$ cat config.mk
export PLATFORM = sky130hd
export DESIGN_NAME = ulpi_phy_register_bank
export DESIGN_NICKNAME = d
export VERILOG_FILES = /design/src/hw/ulpi_regs_pkg.sv /design/src/hw/ulpi_phy_register_bank.sv
export SDC_FILE = /design/constraint.sdc
export NUM_CORES = 1
export LEC_CHECK = 0
export ABC_AREA = 1
export BUFFER_PORTS_ARGS = -buffer_cell sky130_fd_sc_hd__buf_4
export CORE_MARGIN = 2
export CORE_UTILIZATION = 30
export CTS_BUF_LIST = sky130_fd_sc_hd__clkbuf_4
export CTS_CLUSTER_SIZE = 40
export DETAILED_ROUTE_END_ITERATION = 10
export SLEW_MARGIN = 40
export SYNTH_ARGS = -nofsm -noshare
export SYNTH_HDL_FRONTEND = slang
export SYNTH_SLANG_ARGS = --single-unit
export TNS_END_PERCENT = 10
$ cat constraint.sdc
create_clock -name core_clk -period 1.9 [get_ports core_clk]
set_clock_uncertainty 0.1 [all_clocks]
set_input_delay 0.095 -clock core_clk [delete_from_list [all_inputs] [get_ports core_clk]]
set_output_delay 0.095 -clock core_clk [all_outputs]
set_load 0.005 [all_outputs]
$ cat src/hw/ulpi_regs_pkg.sv
// Constants for the transceiver register bank: addresses, fields, resets, timing.
// Function
// (RULE_01) Speed field 1:0, resets to full speed.
// (RULE_02) Bit 2 drives pull-up and terminations.
// (RULE_03) Bits 4:3 select transmit line encoding.
// (RULE_04) Core reset bit raises DIR, resets core.
// (RULE_05) Reset end drops DIR, self-clears bit.
// (RULE_06) Then DIR rises again with status update.
// (RULE_07) Link waits for DIR low before bus use.
// (RULE_08) Core reset leaves registers and interface intact.
// (RULE_09) Active-low bit 6 enters low power.
// (RULE_10) Leaving low power sets bit 6 again.
// (RULE_11) Interface control bit 2 enables UART mode.
// (RULE_12) UART mode bit clears on mode exit.
// (RULE_13) Bit 7 disables interface protection pulls.
// (RULE_14) Debug register shows line state bits.
// (RULE_15) Scratch byte: read, write, set, clear.
// (RULE_16) Function control at 04h to 06h.
// (RULE_17) Interface control at 07h to 09h.
// (RULE_18) Accessory bit 2 routes UART transmit out.
// (RULE_19) Accessory bit 3 routes UART receive in.
// (RULE_20) Routing only while UART mode set; the code keeps routing on for one cycle after the mode bit clears.
// (RULE_21) Vendor register 31h holds drive level.
// (RULE_22) Vendor bit 2 selects edge speed.
// (RULE_23) Access carries a six-bit register address.
// (RULE_24) Set ORs data, clear removes ones.
// (RULE_25) Reserved bits ignore writes, read constant.
package ulpi_regs_pkg;

  // Register addresses as carried in the command byte.
  localparam logic [5:0] ADDR_FC_WR   = 6'h04;
  localparam logic [5:0] ADDR_FC_SET  = 6'h05;
  localparam logic [5:0] ADDR_FC_CLR  = 6'h06;
  localparam logic [5:0] ADDR_IC_WR   = 6'h07;
  localparam logic [5:0] ADDR_IC_SET  = 6'h08;
  localparam logic [5:0] ADDR_IC_CLR  = 6'h09;
  localparam logic [5:0] ADDR_DBG     = 6'h15;
  localparam logic [5:0] ADDR_SCR_WR  = 6'h16;
  localparam logic [5:0] ADDR_SCR_SET = 6'h17;
  localparam logic [5:0] ADDR_SCR_CLR = 6'h18;
  localparam logic [5:0] ADDR_ACC_WR  = 6'h19;
  localparam logic [5:0] ADDR_ACC_SET = 6'h1a;
  localparam logic [5:0] ADDR_ACC_CLR = 6'h1b;
  localparam logic [5:0] ADDR_DRV     = 6'h31;

  // Field positions.
  localparam int FC_SPEED_LO   = 0;
  localparam int FC_TERM       = 2;
  localparam int FC_ENC_LO     = 3;
  localparam int FC_CORE_RST   = 5;
  localparam int FC_LOW_PWR_N  = 6;
  localparam int IC_UART_MODE  = 2;
  localparam int IC_PROT_DIS   = 7;
  localparam int ACC_TX_ROUTE  = 2;
  localparam int ACC_RX_ROUTE  = 3;
  localparam int DRV_LEVEL_LO  = 0;
  localparam int DRV_EDGE      = 2;

  // Writable bit masks; zero bits are reserved and read as zero.
  localparam logic [7:0] FC_MASK  = 8'h7f;
  localparam logic [7:0] IC_MASK  = 8'h84;
  localparam logic [7:0] ACC_MASK = 8'h0c;
  localparam logic [7:0] DRV_MASK = 8'h07;

  // Reset values: full speed, normal power, everything else off.
  localparam logic [7:0] FC_RESET  = 8'h41;
  localparam logic [7:0] IC_RESET  = 8'h00;
  localparam logic [7:0] SCR_RESET = 8'h00;
  localparam logic [7:0] ACC_RESET = 8'h00;
  localparam logic [7:0] DRV_RESET = 8'h00;

  // Core reset hold length in clock cycles.
  localparam int CORE_RESET_CYCLES = 16;

  // Write operations decoded from the address.
  typedef enum logic [1:0] {
    OP_WRITE = 2'b00,
    OP_SET   = 2'b01,
    OP_CLEAR = 2'b10,
    OP_NONE  = 2'b11
  } wr_op_t;

  // Core reset sequencer states.
  typedef enum logic [1:0] {
    ST_IDLE  = 2'b00,
    ST_HOLD  = 2'b01,
    ST_GAP   = 2'b10,
    ST_RXCMD = 2'b11
  } rst_state_t;

endpackage

$ cat src/hw/ulpi_phy_register_bank.sv
// Register bank of the ULPI transceiver with core reset sequencing.
`timescale 1ns/1ps
module ulpi_phy_register_bank
  import ulpi_regs_pkg::*;
#(
  parameter int RESET_CYCLES = CORE_RESET_CYCLES  // Core reset hold length.
) (
  input  wire logic       core_clk,          // ULPI clock, 125 MHz.
  input  wire logic       nrst,              // Power-on reset, active low.
  input  wire logic       reg_wr,            // Register write command pulse.
  input  wire logic       reg_rd,            // Register read command pulse.
  input  wire logic [5:0] reg_addr,          // Six-bit register address.
  input  wire logic [7:0] reg_wdata,         // Write data byte.
  input  wire logic       line_level_bit0,   // Line state bit 0 from the receiver.
  input  wire logic       line_level_bit1,   // Line state bit 1 from the receiver.
  input  wire logic       low_power_exit,    // Wake-up from low power, level.
  input  wire logic       uart_mode_exit,    // Leave UART pass-through, level.
  output logic [7:0]      reg_rdata,         // Read data byte.
  output logic            reg_rd_done,       // Read data valid pulse.
  output logic [1:0]      speed_select,      // Transceiver speed.
  output logic            termination_select,// Pull-up and terminations on.
  output logic [1:0]      line_encoding_select, // Transmit encoding.
  output logic            low_power_n,       // Low for low power mode.
  output logic            accessory_uart_mode, // UART pass-through interface.
  output logic            protect_pulls_en,  // Interface protection pulls on.
  output logic            uart_tx_route_en,  // Transmit routed to DM.
  output logic            uart_rx_route_en,  // Receive routed to DATA[1].
  output logic [1:0]      output_drive_level,// Drive strength level.
  output logic            output_edge_speed, // High for fast edges.
  output logic            core_dir,          // DIR claim during core reset.
  output logic            core_reset,        // Reset to the ULPI core logic.
  output logic            rxcmd_send         // Request to send an RX CMD, pulse.
);

  // Stored registers and combinational decodes.
  logic [7:0]  fc_q;            // Function control.
  logic [7:0]  ic_q;            // Interface control.
  logic [7:0]  scr_q;           // Scratch byte.
  logic [7:0]  acc_q;           // Accessory UART control.
  logic [7:0]  drv_q;           // Output drive config.
  logic [7:0]  rdata_q;         // Read data holding register.
  logic        rd_done_q;       // Read completion pulse.
  logic [1:0]  line_s1_q;       // Line state first sync stage.
  logic [1:0]  line_s2_q;       // Line state second sync stage.
  logic        wake_s1_q;       // Wake first sync stage.
  logic        wake_s2_q;       // Wake second sync stage.
  logic        uexit_s1_q;      // UART exit first sync stage.
  logic        uexit_s2_q;      // UART exit second sync stage.
  logic        tx_route_q;      // Gated transmit routing.
  logic        rx_route_q;      // Gated receive routing.
  logic        dir_q;           // DIR claim.
  logic        core_rst_q;      // Core reset output.
  logic        rxcmd_q;         // RX CMD request pulse.
  logic [15:0] cnt_q;           // Core reset hold counter.
  rst_state_t  st_q;            // Sequencer state.
  logic        rst_done;        // Last cycle of the hold.
  logic        rst_start;       // Core reset bit set while the sequencer rests.
  logic [7:0]  fc_d;            // Function control after a command.
  logic        pulls_q;         // Protection pulls enable, high for on.
  logic [15:0] hold_len_q;      // Cycles the core reset has stood, for checks.

  // Decode the operation that an address selects within a three-address group.
  function automatic wr_op_t group_op(input logic [5:0] a, input logic [5:0] base); // [RULE_23]
    wr_op_t op;
    op = OP_NONE;
    if (a == base) begin
      op = OP_WRITE;
    end else if (a == base + 6'h01) begin
      op = OP_SET;
    end else if (a == base + 6'h02) begin
      op = OP_CLEAR;
    end
    return op;
  endfunction

  // Apply a write, set or clear to a register, keeping reserved bits at zero.
  function automatic logic [7:0] apply_op(input wr_op_t op, input logic [7:0] cur,
                                          input logic [7:0] data, input logic [7:0] mask);
    logic [7:0] nxt;
    nxt = cur;
    case (op)
      OP_WRITE: nxt = data;                   // [RULE_24]
      OP_SET:   nxt = cur | data;             // [RULE_24]
      OP_CLEAR: nxt = cur & ~data;            // [RULE_24]
      default:  nxt = cur;
    endcase
    return nxt & mask;                        // [RULE_25]
  endfunction

  // Function control value after the current command, before hardware updates.
  always_comb begin
    fc_d = fc_q;
    if (reg_wr) begin
      fc_d = apply_op(group_op(reg_addr, ADDR_FC_WR), fc_q, reg_wdata, FC_MASK); // [RULE_16]
    end
  end

  // A core reset starts whenever bit 5 stands set while the sequencer rests, so a
  // set that lands in the closing cycles of a previous reset is not lost.
  assign rst_start = (st_q == ST_IDLE) && fc_d[FC_CORE_RST];  // [RULE_04]
  assign rst_done  = (st_q == ST_HOLD) && (cnt_q == 16'(RESET_CYCLES - 1));

  // Two-flop synchronisers for levels from the analog side.
  always_ff @(posedge core_clk or negedge nrst) begin
    if (!nrst) begin
      line_s1_q  <= 2'h0;
      line_s2_q  <= 2'h0;
      wake_s1_q  <= 1'h0;
      wake_s2_q  <= 1'h0;
      uexit_s1_q <= 1'h0;
      uexit_s2_q <= 1'h0;
    end else begin
      line_s1_q  <= {line_level_bit1, line_level_bit0};
      line_s2_q  <= line_s1_q;
      wake_s1_q  <= low_power_exit;
      wake_s2_q  <= wake_s1_q;
      uexit_s1_q <= uart_mode_exit;
      uexit_s2_q <= uexit_s1_q;
    end
  end

  // Function control. The sequencer clears the reset bit at the end of the hold;
  // a wake-up sets the low-power bit and wins over a clear in the same cycle.
  always_ff @(posedge core_clk or negedge nrst) begin
    if (!nrst) begin
      fc_q <= FC_RESET;                                     // [RULE_01] [RULE_02] [RULE_09]
    end else begin
      fc_q <= fc_d;                                         // [RULE_03]
      if (rst_done) begin
        fc_q[FC_CORE_RST] <= 1'b0;                          // [RULE_05]
      end
      if (wake_s2_q) begin
        fc_q[FC_LOW_PWR_N] <= 1'b1;                         // [RULE_10]
      end
    end
  end

  // Interface control; leaving pass-through drops the mode bit, the exit wins.
  always_ff @(posedge core_clk or negedge nrst) begin
    if (!nrst) begin
      ic_q <= IC_RESET;                                     // [RULE_11] [RULE_13]
    end else begin
      if (reg_wr) begin
        ic_q <= apply_op(group_op(reg_addr, ADDR_IC_WR), ic_q, reg_wdata, IC_MASK); // [RULE_17]
      end
      // The exit is applied last, so it wins over a same-cycle set.
      if (uexit_s2_q) begin
        ic_q[IC_UART_MODE] <= 1'b0;                         // [RULE_12]
      end
    end
  end

  // Scratch byte has no side effects at all.
  always_ff @(posedge core_clk or negedge nrst) begin
    if (!nrst) begin
      scr_q <= SCR_RESET;
    end else if (reg_wr) begin
      scr_q <= apply_op(group_op(reg_addr, ADDR_SCR_WR), scr_q, reg_wdata, 8'hff); // [RULE_15]
    end
  end

  // Accessory UART control.
  always_ff @(posedge core_clk or negedge nrst) begin
    if (!nrst) begin
      acc_q <= ACC_RESET;                                   // [RULE_19]
    end else if (reg_wr) begin
      acc_q <= apply_op(group_op(reg_addr, ADDR_ACC_WR), acc_q, reg_wdata, ACC_MASK); // [RULE_18]
    end
  end

  // Vendor drive register accepts only plain writes.
  always_ff @(posedge core_clk or negedge nrst) begin
    if (!nrst) begin
      drv_q <= DRV_RESET;                                   // [RULE_21] [RULE_22]
    end else if (reg_wr && reg_addr == ADDR_DRV) begin
      drv_q <= reg_wdata & DRV_MASK;                        // [RULE_21] [RULE_22]
    end
  end

  // Routing is gated by the pass-through mode so stale enables do nothing.
  // The protection pulls follow one cycle behind as well, so the pin is a flop.
  always_ff @(posedge core_clk or negedge nrst) begin
    if (!nrst) begin
      tx_route_q <= 1'b0;
      rx_route_q <= 1'b0;
      pulls_q    <= 1'b1;
    end else begin
      tx_route_q <= ic_q[IC_UART_MODE] & acc_q[ACC_TX_ROUTE]; // [RULE_18] [RULE_20]
      rx_route_q <= ic_q[IC_UART_MODE] & acc_q[ACC_RX_ROUTE]; // [RULE_19] [RULE_20]
      pulls_q    <= ~ic_q[IC_PROT_DIS];                       // [RULE_13]
    end
  end

  // Read path: data appears one cycle after the read command.
  always_ff @(posedge core_clk or negedge nrst) begin
    if (!nrst) begin
      rdata_q   <= 8'h00;
      rd_done_q <= 1'b0;
    end else begin
      rd_done_q <= reg_rd;
      // Any address of a group reads the whole register.
      if (reg_rd) begin
        if (group_op(reg_addr, ADDR_FC_WR) != OP_NONE) begin
          rdata_q <= fc_q;                                  // [RULE_16]
        end else if (group_op(reg_addr, ADDR_IC_WR) != OP_NONE) begin
          rdata_q <= ic_q;                                  // [RULE_17]
        end else if (reg_addr == ADDR_DBG) begin
          rdata_q <= {6'h00, line_s2_q};                    // [RULE_14]
        end else if (group_op(reg_addr, ADDR_SCR_WR) != OP_NONE) begin
          rdata_q <= scr_q;                                 // [RULE_15]
        end else if (group_op(reg_addr, ADDR_ACC_WR) != OP_NONE) begin
          rdata_q <= acc_q;
        end else if (reg_addr == ADDR_DRV) begin
          rdata_q <= drv_q;
        end else begin
          // Unmapped addresses read as zero.
          rdata_q <= 8'h00;
        end
      end
    end
  end

  // Core reset sequencer: hold DIR and reset, release DIR for one cycle,
  // then claim the bus again for the status update. Only the core logic is
  // reset; no register above depends on core_rst_q.
  always_ff @(posedge core_clk or negedge nrst) begin
    if (!nrst) begin
      st_q       <= ST_IDLE;
      cnt_q      <= 16'h0000;
      dir_q      <= 1'b0;
      core_rst_q <= 1'b0;
      rxcmd_q    <= 1'b0;
    end else begin
      rxcmd_q <= 1'b0;
      case (st_q)
        // Rest until the link sets the reset bit.
        ST_IDLE: begin
          if (rst_start) begin
            st_q       <= ST_HOLD;
            cnt_q      <= 16'h0000;
            dir_q      <= 1'b1;                             // [RULE_04]
            core_rst_q <= 1'b1;                             // [RULE_04] [RULE_08]
          end
        end
        // Count out the hold with DIR claimed.
        ST_HOLD: begin
          cnt_q <= cnt_q + 16'h0001;
          if (rst_done) begin
            st_q       <= ST_GAP;
            dir_q      <= 1'b0;                             // [RULE_05] [RULE_07]
            core_rst_q <= 1'b0;
          end
        end
        // Leave the bus to the link for one cycle.
        ST_GAP: begin
          st_q    <= ST_RXCMD;
          dir_q   <= 1'b1;                                  // [RULE_06]
          rxcmd_q <= 1'b1;                                  // [RULE_06]
        end
        // Give the bus back after the update.
        ST_RXCMD: begin
          st_q  <= ST_IDLE;
          dir_q <= 1'b0;
        end
        // An unused code falls back to rest.
        default: begin
          st_q <= ST_IDLE;
        end
      endcase
    end
  end

  // Counts how long the core reset stands, apart from the sequencer's counter.
  always_ff @(posedge core_clk or negedge nrst) begin
    if (!nrst) begin
      hold_len_q <= 16'h0000;
    end else if (core_rst_q) begin
      hold_len_q <= hold_len_q + 16'h0001;
    end else begin
      hold_len_q <= 16'h0000;
    end
  end

  // Outputs come straight from the registers above.
  assign reg_rdata            = rdata_q;
  assign reg_rd_done          = rd_done_q;
  assign speed_select         = fc_q[FC_SPEED_LO +: 2];     // [RULE_01]
  assign termination_select   = fc_q[FC_TERM];              // [RULE_02]
  assign line_encoding_select = fc_q[FC_ENC_LO +: 2];       // [RULE_03]
  assign low_power_n          = fc_q[FC_LOW_PWR_N];         // [RULE_09]
  assign accessory_uart_mode  = ic_q[IC_UART_MODE];         // [RULE_11]
  assign protect_pulls_en     = pulls_q;                    // [RULE_13]
  assign uart_tx_route_en     = tx_route_q;
  assign uart_rx_route_en     = rx_route_q;
  assign output_drive_level   = drv_q[DRV_LEVEL_LO +: 2];
  assign output_edge_speed    = drv_q[DRV_EDGE];
  assign core_dir             = dir_q;
  assign core_reset           = core_rst_q;
  assign rxcmd_send           = rxcmd_q;
endmodule

==> results of run 1 <==
[kinds of logic after synthesis]
family	after synthesis
adders and majority gates	18
buffers and inverters	92
DFF	63
AOI/OAI and AO/OA	86
and+or+nand+nor	228
xor gates and xnor gates	6
[per-stage QoR]
step	TNS (ns)	utilization	worst slack, ns	hold WS [ns]	std cells
after floorplan	0	-	0.0512	-0.301	493
after global placement	-1.30	0.367	-0.100	-0.0605	739
after detailed placement	-3.03	0.367	-0.180	-0.0557	739
after CTS	0	0.395	0.156	0.0102	776
after global routing	0	0.395	0.0182	0.0437	776
final	0	0.395	0.213	0.0165	776
[what timing repair did]
action	CTS	global route
resized for setup	0	1
hold buffers	21	0
setup endpoints to repair	0	3
hold endpoints to repair	95	0
[power by group through the flow]
stage	registers [mW]	clock network, mW	logic (mW)
2_1_floorplan	1.68	0	0.942
3_3_place_gp	1.70	0	1.42
3_5_place_dp	1.71	0	1.45
4_1_cts	1.68	0.988	1.49
5_1_grt	1.70	1.05	1.65
6_report	1.68	0.960	1.48
[cell usage in the layout (no fill, tap or decap), types with 6 or more instances in the layout]
master / netlist / layout
sky130_fd_sc_hd__nand2_1: 92 / 92
sky130_fd_sc_hd__buf_4: 4 / 83
sky130_fd_sc_hd__nand3_1: 38 / 38
sky130_fd_sc_hd__a21oi_1: 19 / 19
sky130_fd_sc_hd__o21ai_2: 10 / 10
sky130_fd_sc_hd__o21ai_0: 38 / 38
sky130_fd_sc_hd__clkbuf_4: 0 / 9
sky130_fd_sc_hd__inv_1: 79 / 79
sky130_fd_sc_hd__nand4_1: 11 / 11
sky130_fd_sc_hd__nor2_1: 53 / 53
sky130_fd_sc_hd__ha_1: 18 / 17
sky130_fd_sc_hd__o22ai_1: 6 / 6
sky130_fd_sc_hd__a31oi_1: 7 / 7
sky130_fd_sc_hd__dfrtp_1: 60 / 60
sky130_fd_sc_hd__nand2_2: 18 / 18
sky130_fd_sc_hd__dlygate4sd3_1: 0 / 21
[critical path: stages, from the launching register on]
cell and delay, ns:
sky130_fd_sc_hd__dfrtp_1 0.45, sky130_fd_sc_hd__ha_2 0.26, sky130_fd_sc_hd__nand3_1 0.14, sky130_fd_sc_hd__nor3_1 0.20
sky130_fd_sc_hd__nand2_1 0.11, sky130_fd_sc_hd__nand2_1 0.12, sky130_fd_sc_hd__nand2_1 0.10, sky130_fd_sc_hd__nand2_1 0.06
sky130_fd_sc_hd__nand2_1 0.05
[how the worst max path moves through the flow]
stage	start	end	slack, ns	depth (start not counted)
finish	cnt_q[1]	st_q[1]	0.21	8
global route	cnt_q[1]	st_q[0]	0.02	8
CTS	cnt_q[1]	st_q[1]	0.16	8
detailed placement	reg_addr[5]	fc_q[3]	-0.18	10
global placement	reg_addr[3]	fc_q[0]	-0.10	10
floorplan	reg_addr[2]	cnt_q[0]	0.05	13
[registers in the layout, indices dropped and copies added, names as in the netlist, 2 cells and up]
signal,cells
cnt_q,16
fc_q,7
reg_rdata,8
st_q,2
scr_q,8
line_s2_q,2
ic_q,2
line_s1_q,2
drv_q,3
acc_q,2
[final cells by class]
| type | count | area (um2) |
|---|---|---|
| flip-flops and latches | 63 | 1580 |
| multi-input cells | 338 | 1830 |
| clock inverters | 7 | 73.8 |
| fillers | 1303 | 7570 |
| well taps | 172 | 215 |
| inverters | 81 | 304 |
| clock buffers | 9 | 67.6 |
| repair buffers | 106 | 873 |
[per-layer routing]
metal / vias up / GRT usage
li1: 1798 / -
met1: 1680 / 0.186
met2: 88 / 0.281
met3: 17 / 0.0374
met4: 0 / 0.0455
met5: - / 0
==> run summary, run 1 <==
Arr. time, crit path = 1.92 ns
most area-consuming cells after synthesis = sky130_fd_sc_hd__dfrtp_1, sky130_fd_sc_hd__nand2_1, sky130_fd_sc_hd__inv_1
kind of path behind the tightest hold check = in2reg
top flip-flop cell by instance count after synthesis = sky130_fd_sc_hd__dfrtp_1
sequential fraction of the synthesis area = 0.415
library cell with the highest instance count after synthesis = sky130_fd_sc_hd__nand2_1
leftover overflow at the end of global routing = 0
average detailed-routed wire length per instance = 12.7 um
GRT Overall Usage = 0.156
dominant cell type by area after synthesis = sky130_fd_sc_hd__dfrtp_1
global-route wire length before repair = 16600 um
post-CTS setup buffers = 0
minimum setup slack among reg-to-reg paths = 0.21 ns
flip-flop and latch count after synthesis = 63
clock latency reported for the late side of the worst-skew pair = 0.44 ns
run status = finished clean
top metal layer carrying routed signals = met4
main combinational cell family by area after synthesis = simple AND/OR/NAND/NOR gates
CTS tree = built
post-route cell area = 4950 um2
count of maximum capacitance violations = 0
number of enable flip-flop cells after synthesis = 0
Port Buffer Count = 46
met3 wirelength from detailed routing = 450 um
Boundary Pins = 47
maximum operating frequency = 593 MHz
placeable core region = 12500 um2
TritonCTS buffer count = 9
post-synthesis net count = 533
drc violations = 0
antenna violations before repair = 0
number of setup violations in the final report = 0
Adder-Cell Fraction of Synth Area = 0.0592
total power density per cell area = 832 nW/um2
Post-Place Cell Area = 4590 um2
post-layout minimum cycle time = 1.69 ns
overall power after layout = 4.11 mW
number of buffers between clock root and the deepest sink = 2
overall via count from detail_route = 3583
fraction of power consumed by the clock network = 0.233
Synth Area in Simple Gates = 0.278
estimated wirelength of the detail-placed design = 7570 um
cell count after synthesis = 493
final-report hold violation count = 0
actual transition at the worst max-transition pin = 0.374 ns
reg-to-reg critical path startpoint = cnt_q[1]
initial cell density of the core = 0.304
gp weighted congestion = 0.858
yosys synthesis warning count = 0
Final period util = 0.888
Critical Path Sink Type = register
clock slew seen by the registers of the worst setup and hold paths = 0.13 ns
horizontal die dimension = 117 um
initial DRC count = 219
Setup CP Type = reg2reg
Worst Reg-to-Reg Cells = 8
Reg power frac = 0.408
reg2reg end = st_q[1]
Worst Path Max Fanout = 5
die height = 117 um
sort of element at the start of the critical path = register
max-slew violation count = 0
total clock sinks = 63
residual antenna-violating net count after detailed routing = 0
# diodes = 0
final layout net count = 639
portion of netlist area occupied by mux cells = 0
Worst Hold Endpoint = acc_q[3]
leakage power figure = 2.43 nW
router iterations before antenna repair = 5
wire length reported by the detailed router = 9880 um
post-synthesis area per instance = 7.72 um2
count of cells along the worst hold path = 4
fraction of synthesized cell area in xor and xnor cells = 0.0138
number of global-route vias before repair = 3528
switching part of the total power = 0.369
met2 layer wire length in the routed design = 5040 um
proportion of power drawn by combinational gates = 0.359
pin count of the biggest net entering global routing = 36
proportion of layout cells with a drive suffix above 1 = 0.243
count of different cell masters after synthesis = 33
Rows = 41
asr flop ratio synth = 1.00
headroom to the max-slew limit = 0.751
post-synthesis cell area = 3800 um2
proportion of netlist area held by the largest area contributor = 0.395
start point of the worst min-delay path = reg_addr[0]
unrepaired setup endpoints after global routing = no
most numerous cell types in the synthesized netlist = sky130_fd_sc_hd__nand2_1, sky130_fd_sc_hd__inv_1, sky130_fd_sc_hd__dfrtp_1
die footprint = 13600 um2
cell-internal power = 2.60 mW
wire length on met1 = 4260 um
number of H-tree branching levels = 3
Vias per Instance = 4.62
layout overhead on the synthesized area = 30.0%
critical path data required time = 2.13 ns
share of the synthesized area in compound gates (AO/OA/AOI/OAI) = 0.130
maximum resistive drop on vdd = 0.575 mV
clock tree root buffer cell = sky130_fd_sc_hd__clkbuf_4
switching power summed over all nets = 1.52 mW
No activity file was read; power rests on OpenSTA's default activity.
==> run 2: changes to the inputs <==
==> constraint.sdc (replaced) <==
create_clock -name core_clk -period 1.37 [get_ports core_clk]
set_clock_uncertainty 0.1 [all_clocks]
set_input_delay 0.0685 -clock core_clk [delete_from_list [all_inputs] [get_ports core_clk]]
set_output_delay 0.0685 -clock core_clk [all_outputs]
set_load 0.005 [all_outputs]
==> run summary, run 2 (synthesis gave the netlist of run 1 again) <==
run status = finished, violations left (was finished clean)
violations in the final reports = negative hold slack, negative setup slack
overall via count from detail_route = 3792 (was 3583)
overall power after layout = 5.94 mW (was 4.11 mW)
critical path data required time = 1.63 ns (was 2.13 ns)
clock slew seen by the registers of the worst setup and hold paths = 0.12 ns (was 0.13 ns)
die height = 117 um (unchanged)
cell family contributing the most delay on the critical path = simple AND/OR/NAND/NOR gates (unchanged)
antenna violations before repair = 0 (unchanged)
number of setup violations in the final report = 11 (was 0)
sort of element at the start of the critical path = register (unchanged)
number of H-tree branching levels = 3 (unchanged)
leakage power figure = 2.70 nW (was 2.43 nW)
die footprint = 13600 um2 (unchanged)
initial cell density of the core = 0.304 (unchanged)
clock tree root buffer cell = sky130_fd_sc_hd__clkbuf_4 (unchanged)
most frequent standard cell in the layout excluding fill and tap cells = sky130_fd_sc_hd__buf_4 (was sky130_fd_sc_hd__nand2_1)
Rows = 41 (unchanged)
Worst Slack Setup Final = -0.0917 ns (was 0.213 ns)
Fillers = 1274 (was 1303)
area taken by flip-flops and latches = 1590 um2 (was 1580 um2)
residual antenna-violating net count after detailed routing = 0 (unchanged)
Worst Path Max Fanout = 3 (was 5)
area of the multi-input gates = 2060 um2 (was 1830 um2)
proportion of layout cells with a drive suffix above 1 = 0.382 (was 0.243)
maximum operating frequency = 684 MHz (was 593 MHz)
final layout net count = 681 (was 639)
count of maximum capacitance violations = 0 (unchanged)
Worst Reg-to-Reg Cells = 8 (unchanged)
Final period util = 1.07 (was 0.888)
max-slew violation count = 0 (unchanged)
router iterations before antenna repair = 4 (was 5)
Boundary Pins = 47 (unchanged)
maximum resistive drop on vdd = 0.475 mV (was 0.575 mV)
post-layout minimum cycle time = 1.46 ns (was 1.69 ns)
Reg power frac = 0.392 (was 0.408)
most used cells in the layout excluding fill and tap cells = sky130_fd_sc_hd__buf_4, sky130_fd_sc_hd__nand2_1, sky130_fd_sc_hd__inv_1 (was sky130_fd_sc_hd__nand2_1, sky130_fd_sc_hd__buf_4, sky130_fd_sc_hd__inv_1)
number of flip-flops in the largest register = 16 (unchanged)
count of cells along the worst hold path = 4 (unchanged)
switching power summed over all nets = 2.26 mW (was 1.52 mW)
worst hold slack after final layout = -0.137 ns (was 0.0165 ns)
number of buffers between clock root and the deepest sink = 2 (unchanged)
Arr. time, crit path = 1.73 ns (was 1.92 ns)
estimated wirelength of the detail-placed design = 7780 um (was 7570 um)
pin count of the biggest net entering global routing = 27 (was 36)
Setup CP Type = reg2reg (unchanged)
average detailed-routed wire length per instance = 12.9 um (was 12.7 um)
Vias per Instance = 4.64 (was 4.62)
drc violations = 0 (unchanged)
Buf+Inv Stages, Crit Path = 0 (unchanged)
total power density per cell area = 1070 nW/um2 (was 832 nW/um2)
number of hold buffers added after cts = 23 (was 21)
global-route wire length before repair = 17200 um (was 16600 um)
headroom to the max-slew limit = 0.747 (was 0.751)
total clock sinks = 63 (unchanged)
actual transition at the worst max-transition pin = 0.379 ns (was 0.374 ns)
switching part of the total power = 0.380 (was 0.369)
CTS tree = built (unchanged)
initial DRC count = 214 (was 219)
Most flops, register = cnt_q (unchanged)
slowest library cell on the worst path = sky130_fd_sc_hd__dfrtp_1 (unchanged)
gp weighted congestion = 0.910 (was 0.858)
placeable core region = 12500 um2 (unchanged)
TritonCTS buffer count = 9 (unchanged)
proportion of power drawn by combinational gates = 0.412 (was 0.359)
Critical Path Sink Type = register (unchanged)
kind of path behind the tightest hold check = in2reg (unchanged)
clock latency reported for the late side of the worst-skew pair = 0.47 ns (was 0.44 ns)
cell breakdown of the critical path = ha_4 > nand3_4 > nor3_2 > nand2_1 > nand2_2 > nand2_2 > nand2_1 > nand2_1 (was ha_2 > nand3_1 > nor3_1 > nand2_1 > nand2_1 > nand2_1 > nand2_1 > nand2_1)
unrepaired setup endpoints after global routing = yes (was no)
layout overhead on the synthesized area = 45.2% (was 30.0%)
leftover overflow at the end of global routing = 0 (unchanged)
GRT Overall Usage = 0.163 (was 0.156)
number of global-route vias before repair = 3721 (was 3528)
crit-path most repeated cell = sky130_fd_sc_hd__nand2_1 (unchanged)
Port Buffer Count = 46 (unchanged)
largest incremental delay on the critical path = 0.44 ns (was 0.45 ns)
final-report hold violation count = 2 (was 0)
horizontal die dimension = 117 um (unchanged)
# diodes = 0 (unchanged)
cell-internal power = 3.68 mW (was 2.60 mW)
wire length reported by the detailed router = 10600 um (was 9880 um)
number of gates on the worst path with buffers counted = 8 (unchanged)
fraction of power consumed by the clock network = 0.196 (was 0.233)
[run 2: power by group through the flow]
stage	combinational (mW)	sequential (mW)	clock, mW
detailed placement	2.17	2.34	0
finish	2.45	2.33	1.16
global route	2.73	2.36	1.27
CTS	2.29	2.31	1.20
floorplan	1.31	2.34	0
global placement	2.13	2.33	0
[run 2: area by class of cell]
type                       instances  area share
inverter                          81      0.0577
sequential                        63       0.287
timing repair buffer             148       0.222
clock buffer                       9      0.0122
clock inverter                     7     0.00906
multi-input combinational        338       0.373
tap                              172      0.0389
[run 2: what timing repair did]
action	4_1_cts	5_1_grt
hold endpoints to repair	98	2
gates resized for setup	19	52
setup endpoints to repair	25	50
pin swaps	8	15
setup buffers	0	4
[run 2: stage by stage]
| stage | setup slack [ns] | instances | utilization | setup TNS (ns) | cell area (um2) |
|---|---|---|---|---|---|
| floorplan | -0.238 | 493 | - | -8.49 | 3870 |
| detailed placement | -0.537 | 775 | 0.394 | -20.67 | 4930 |
| global placement | -0.458 | 775 | 0.394 | -17.70 | 4930 |
| global route | -0.187 | 818 | 0.442 | -2.56 | 5530 |
| finish | -0.0917 | 818 | 0.442 | -0.572 | 5530 |
| CTS | -0.0921 | 814 | 0.425 | -1.31 | 5330 |
[run 2: worst min-delay path: stages]
cell	delay (ns)
sky130_fd_sc_hd__buf_4	0.14
sky130_fd_sc_hd__nand2_1	0.06
sky130_fd_sc_hd__a21oi_1	0.05
sky130_fd_sc_hd__o21ai_0	0.08
[run 2: per-layer routing]
| layer | global-route usage | wire (um) | vias up |
|---|---|---|---|
| li1 | - | - | 1880 |
| met1 | 0.190 | 4550 | 1797 |
| met2 | 0.282 | 5210 | 94 |
| met3 | 0.0358 | 501 | 21 |
| met4 | 0.0847 | 313 | 0 |
| met5 | 0 | 0 | - |
[run 2: worst paths after layout]
| check | startpoint | endpoint | slack (ns) |
|---|---|---|---|
| max | cnt_q[1] | st_q[0] | -0.09 |
| min | reg_wr | fc_q[6] | -0.14 |
| max reg2reg | cnt_q[1] | st_q[0] | -0.09 |
| min reg2reg | wake_s1_q | wake_s2_q | 0.26 |
| max in group asynchronous | nrst | fc_q[6] | 0.25 |
| min in group asynchronous | nrst | reg_rdata[7] | 0.50 |
==> run 3: changes to the inputs <==
--- a/config.mk
+++ b/config.mk
@@ -7,6 +7,7 @@
 export LEC_CHECK = 0
 export ABC_AREA = 1
 export BUFFER_PORTS_ARGS = -buffer_cell sky130_fd_sc_hd__buf_4
+export CAP_MARGIN = 30
 export CORE_MARGIN = 2
 export CORE_UTILIZATION = 30
 export CTS_BUF_LIST = sky130_fd_sc_hd__clkbuf_4
==> constraint.sdc (replaced) <==
create_clock -name core_clk -period 1.9 [get_ports core_clk]
set_clock_uncertainty 0.1 [all_clocks]
set_input_delay 0.19 -clock core_clk [delete_from_list [all_inputs] [get_ports core_clk]]
set_output_delay 0.19 -clock core_clk [all_outputs]
set_load 0.005 [all_outputs]
==> run summary, run 3 (synthesis gave the netlist of run 1 again) <==
wire length reported by the detailed router = 9830 um (was 10600 um)
Vias per Instance = 4.62 (was 4.64)
gp weighted congestion = 0.915 (was 0.910)
Port Buffer Count = 46 (unchanged)
estimated wirelength of the detail-placed design = 7620 um (was 7780 um)
clock latency reported for the late side of the worst-skew pair = 0.42 ns (was 0.47 ns)
initial cell density of the core = 0.304 (unchanged)
die footprint = 13600 um2 (unchanged)
overall via count from detail_route = 3555 (was 3792)
Critical Path Sink Type = register (unchanged)
GRT Overall Usage = 0.155 (was 0.163)
pin count of the biggest net entering global routing = 33 (was 27)
sort of element at the start of the critical path = register (unchanged)
die height = 117 um (unchanged)
router iterations before antenna repair = 4 (unchanged)
largest incremental delay on the critical path = 0.43 ns (was 0.44 ns)
worst hold slack after final layout = 0.0183 ns (was -0.137 ns)
total power density per cell area = 885 nW/um2 (was 1070 nW/um2)
layout overhead on the synthesized area = 29.4% (was 45.2%)
Final period util = 0.934 (was 1.07)
Rows = 41 (unchanged)
headroom to the max-slew limit = 0.714 (was 0.747)
Most flops, register = cnt_q (unchanged)
antenna violations before repair = 0 (unchanged)
residual antenna-violating net count after detailed routing = 0 (unchanged)
proportion of layout cells with a drive suffix above 1 = 0.251 (was 0.382)
maximum operating frequency = 563 MHz (was 684 MHz)
unrepaired setup endpoints after global routing = no (was yes)
Arr. time, crit path = 1.99 ns (was 1.73 ns)
total clock sinks = 63 (unchanged)
Fillers = 1306 (was 1274)
placeable core region = 12500 um2 (unchanged)
most used cells in the layout excluding fill and tap cells = sky130_fd_sc_hd__nand2_1, sky130_fd_sc_hd__buf_4, sky130_fd_sc_hd__inv_1 (was sky130_fd_sc_hd__buf_4, sky130_fd_sc_hd__nand2_1, sky130_fd_sc_hd__inv_1)
number of global-route vias before repair = 3456 (was 3721)
slowest library cell on the worst path = sky130_fd_sc_hd__dfrtp_1 (unchanged)
actual transition at the worst max-transition pin = 0.430 ns (was 0.379 ns)
final-report hold violation count = 0 (was 2)
worst setup path startpoint = cnt_q[1] (unchanged)
Boundary Pins = 47 (unchanged)
final layout net count = 632 (was 681)
number of H-tree branching levels = 3 (unchanged)
average detailed-routed wire length per instance = 12.8 um (was 12.9 um)
clock tree root buffer cell = sky130_fd_sc_hd__clkbuf_4 (unchanged)
drc violations = 0 (unchanged)
cell family contributing the most delay on the critical path = simple AND/OR/NAND/NOR gates (unchanged)
reg-to-reg critical path startpoint = cnt_q[1] (unchanged)
critical path data required time = 2.12 ns (was 1.63 ns)
leakage power figure = 2.44 nW (was 2.70 nW)
clock slew seen by the registers of the worst setup and hold paths = 0.11 ns (was 0.12 ns)
leftover overflow at the end of global routing = 0 (unchanged)
start point of the worst min-delay path = reg_wdata[2] (was reg_wr)
overall power after layout = 4.36 mW (was 5.94 mW)
number of buffers between clock root and the deepest sink = 2 (unchanged)
number of setup violations in the final report = 0 (was 11)
max-slew violation count = 0 (unchanged)
Setup CP Type = reg2reg (unchanged)
initial DRC count = 194 (was 214)
CTS tree = built (unchanged)
TritonCTS buffer count = 9 (unchanged)
most frequent standard cell in the layout excluding fill and tap cells = sky130_fd_sc_hd__nand2_1 (was sky130_fd_sc_hd__buf_4)
run status = finished clean (was finished, violations left)
global-route wire length before repair = 16500 um (was 17200 um)
cell breakdown of the critical path = ha_2 > nand3_1 > nor3_1 > nand2_1 > nand2_1 > nand2_1 > nand2_1 > nand2_1 (was ha_4 > nand3_4 > nor3_2 > nand2_1 > nand2_2 > nand2_2 > nand2_1 > nand2_1)
maximum resistive drop on vdd = 0.450 mV (was 0.475 mV)
horizontal die dimension = 117 um (unchanged)
Worst Path Max Fanout = 5 (was 3)
crit-path most repeated cell = sky130_fd_sc_hd__nand2_1 (unchanged)
count of maximum capacitance violations = 0 (unchanged)
# diodes = 0 (unchanged)
post-layout minimum cycle time = 1.78 ns (was 1.46 ns)
kind of path behind the tightest hold check = in2reg (unchanged)
number of flip-flops in the largest register = 16 (unchanged)
Buf+Inv Stages, Crit Path = 0 (unchanged)
[run 3: what timing repair did]
action,in CTS,in global routing
endpoints found under the hold margin,79,0
setup buffers,0,0
gates resized for setup,0,2
hold buffers,12,0
endpoints found under the setup margin,0,8
[run 3: routing by layer]
metal	vias to the layer above	wire length, um	GRT usage
met1	1669	4290	0.188
li1	1788	-	-
met2	83	5000	0.275
met5	-	0	0
met3	15	392	0.0405
met4	0	143	0.0369
[run 3: cell type report]
class | instances | area (um2) | share of cell area
Clock buffer | 10 | 75.1 | 0.0152
Tap cell | 172 | 215 | 0.0437
Clock inverter | 6 | 109 | 0.0221
Sequential cell | 63 | 1580 | 0.321
Timing Repair Buffer | 99 | 798 | 0.162
Inverter | 81 | 304 | 0.0618
Multi-Input combinational cell | 338 | 1840 | 0.374
[run 3: final timing paths]
check / to / slack [ns] / cells after the start
min in group asynchronous: drv_q[2] / 0.14 / 2
hold / removal: acc_q[2] / 0.02 / 4
setup reg to reg: core_dir / 0.12 / 8
hold reg to reg: uexit_s2_q / 0.26 / 0
max in group asynchronous: fc_q[6] / 0.98 / 3
setup / recovery: core_dir / 0.12 / 8
[run 3: report_power, final]
part           switching, mW  leakage [nW]  internal (mW)
sequential             0.136         0.796           1.54
clock                  0.526        0.0903          0.676
combinational          0.826          1.56          0.647
[run 3: worst reg2reg max path: stages, from the launching register on]
cell	delay, ns
sky130_fd_sc_hd__dfrtp_1	0.43
sky130_fd_sc_hd__ha_2	0.26
sky130_fd_sc_hd__nand3_1	0.15
sky130_fd_sc_hd__nor3_1	0.28
sky130_fd_sc_hd__nand2_1	0.13
sky130_fd_sc_hd__nand2_1	0.12
sky130_fd_sc_hd__nand2_1	0.10
sky130_fd_sc_hd__nand2_1	0.07
sky130_fd_sc_hd__nand2_1	0.05
[run 3: stage by stage]
step                      instance area, um2  setup TNS [ns]  setup slack [ns]   util  std cells
final                                   4920               0             0.125  0.393        769
after global routing                    4920               0            0.0136  0.393        769
after CTS                               4910               0            0.0701  0.393        769
after detailed placement                4610           -7.31            -0.303  0.368        741
after global placement                  4610           -4.47            -0.244  0.368        741
after floorplan                         3810               0            0.0295      -        493
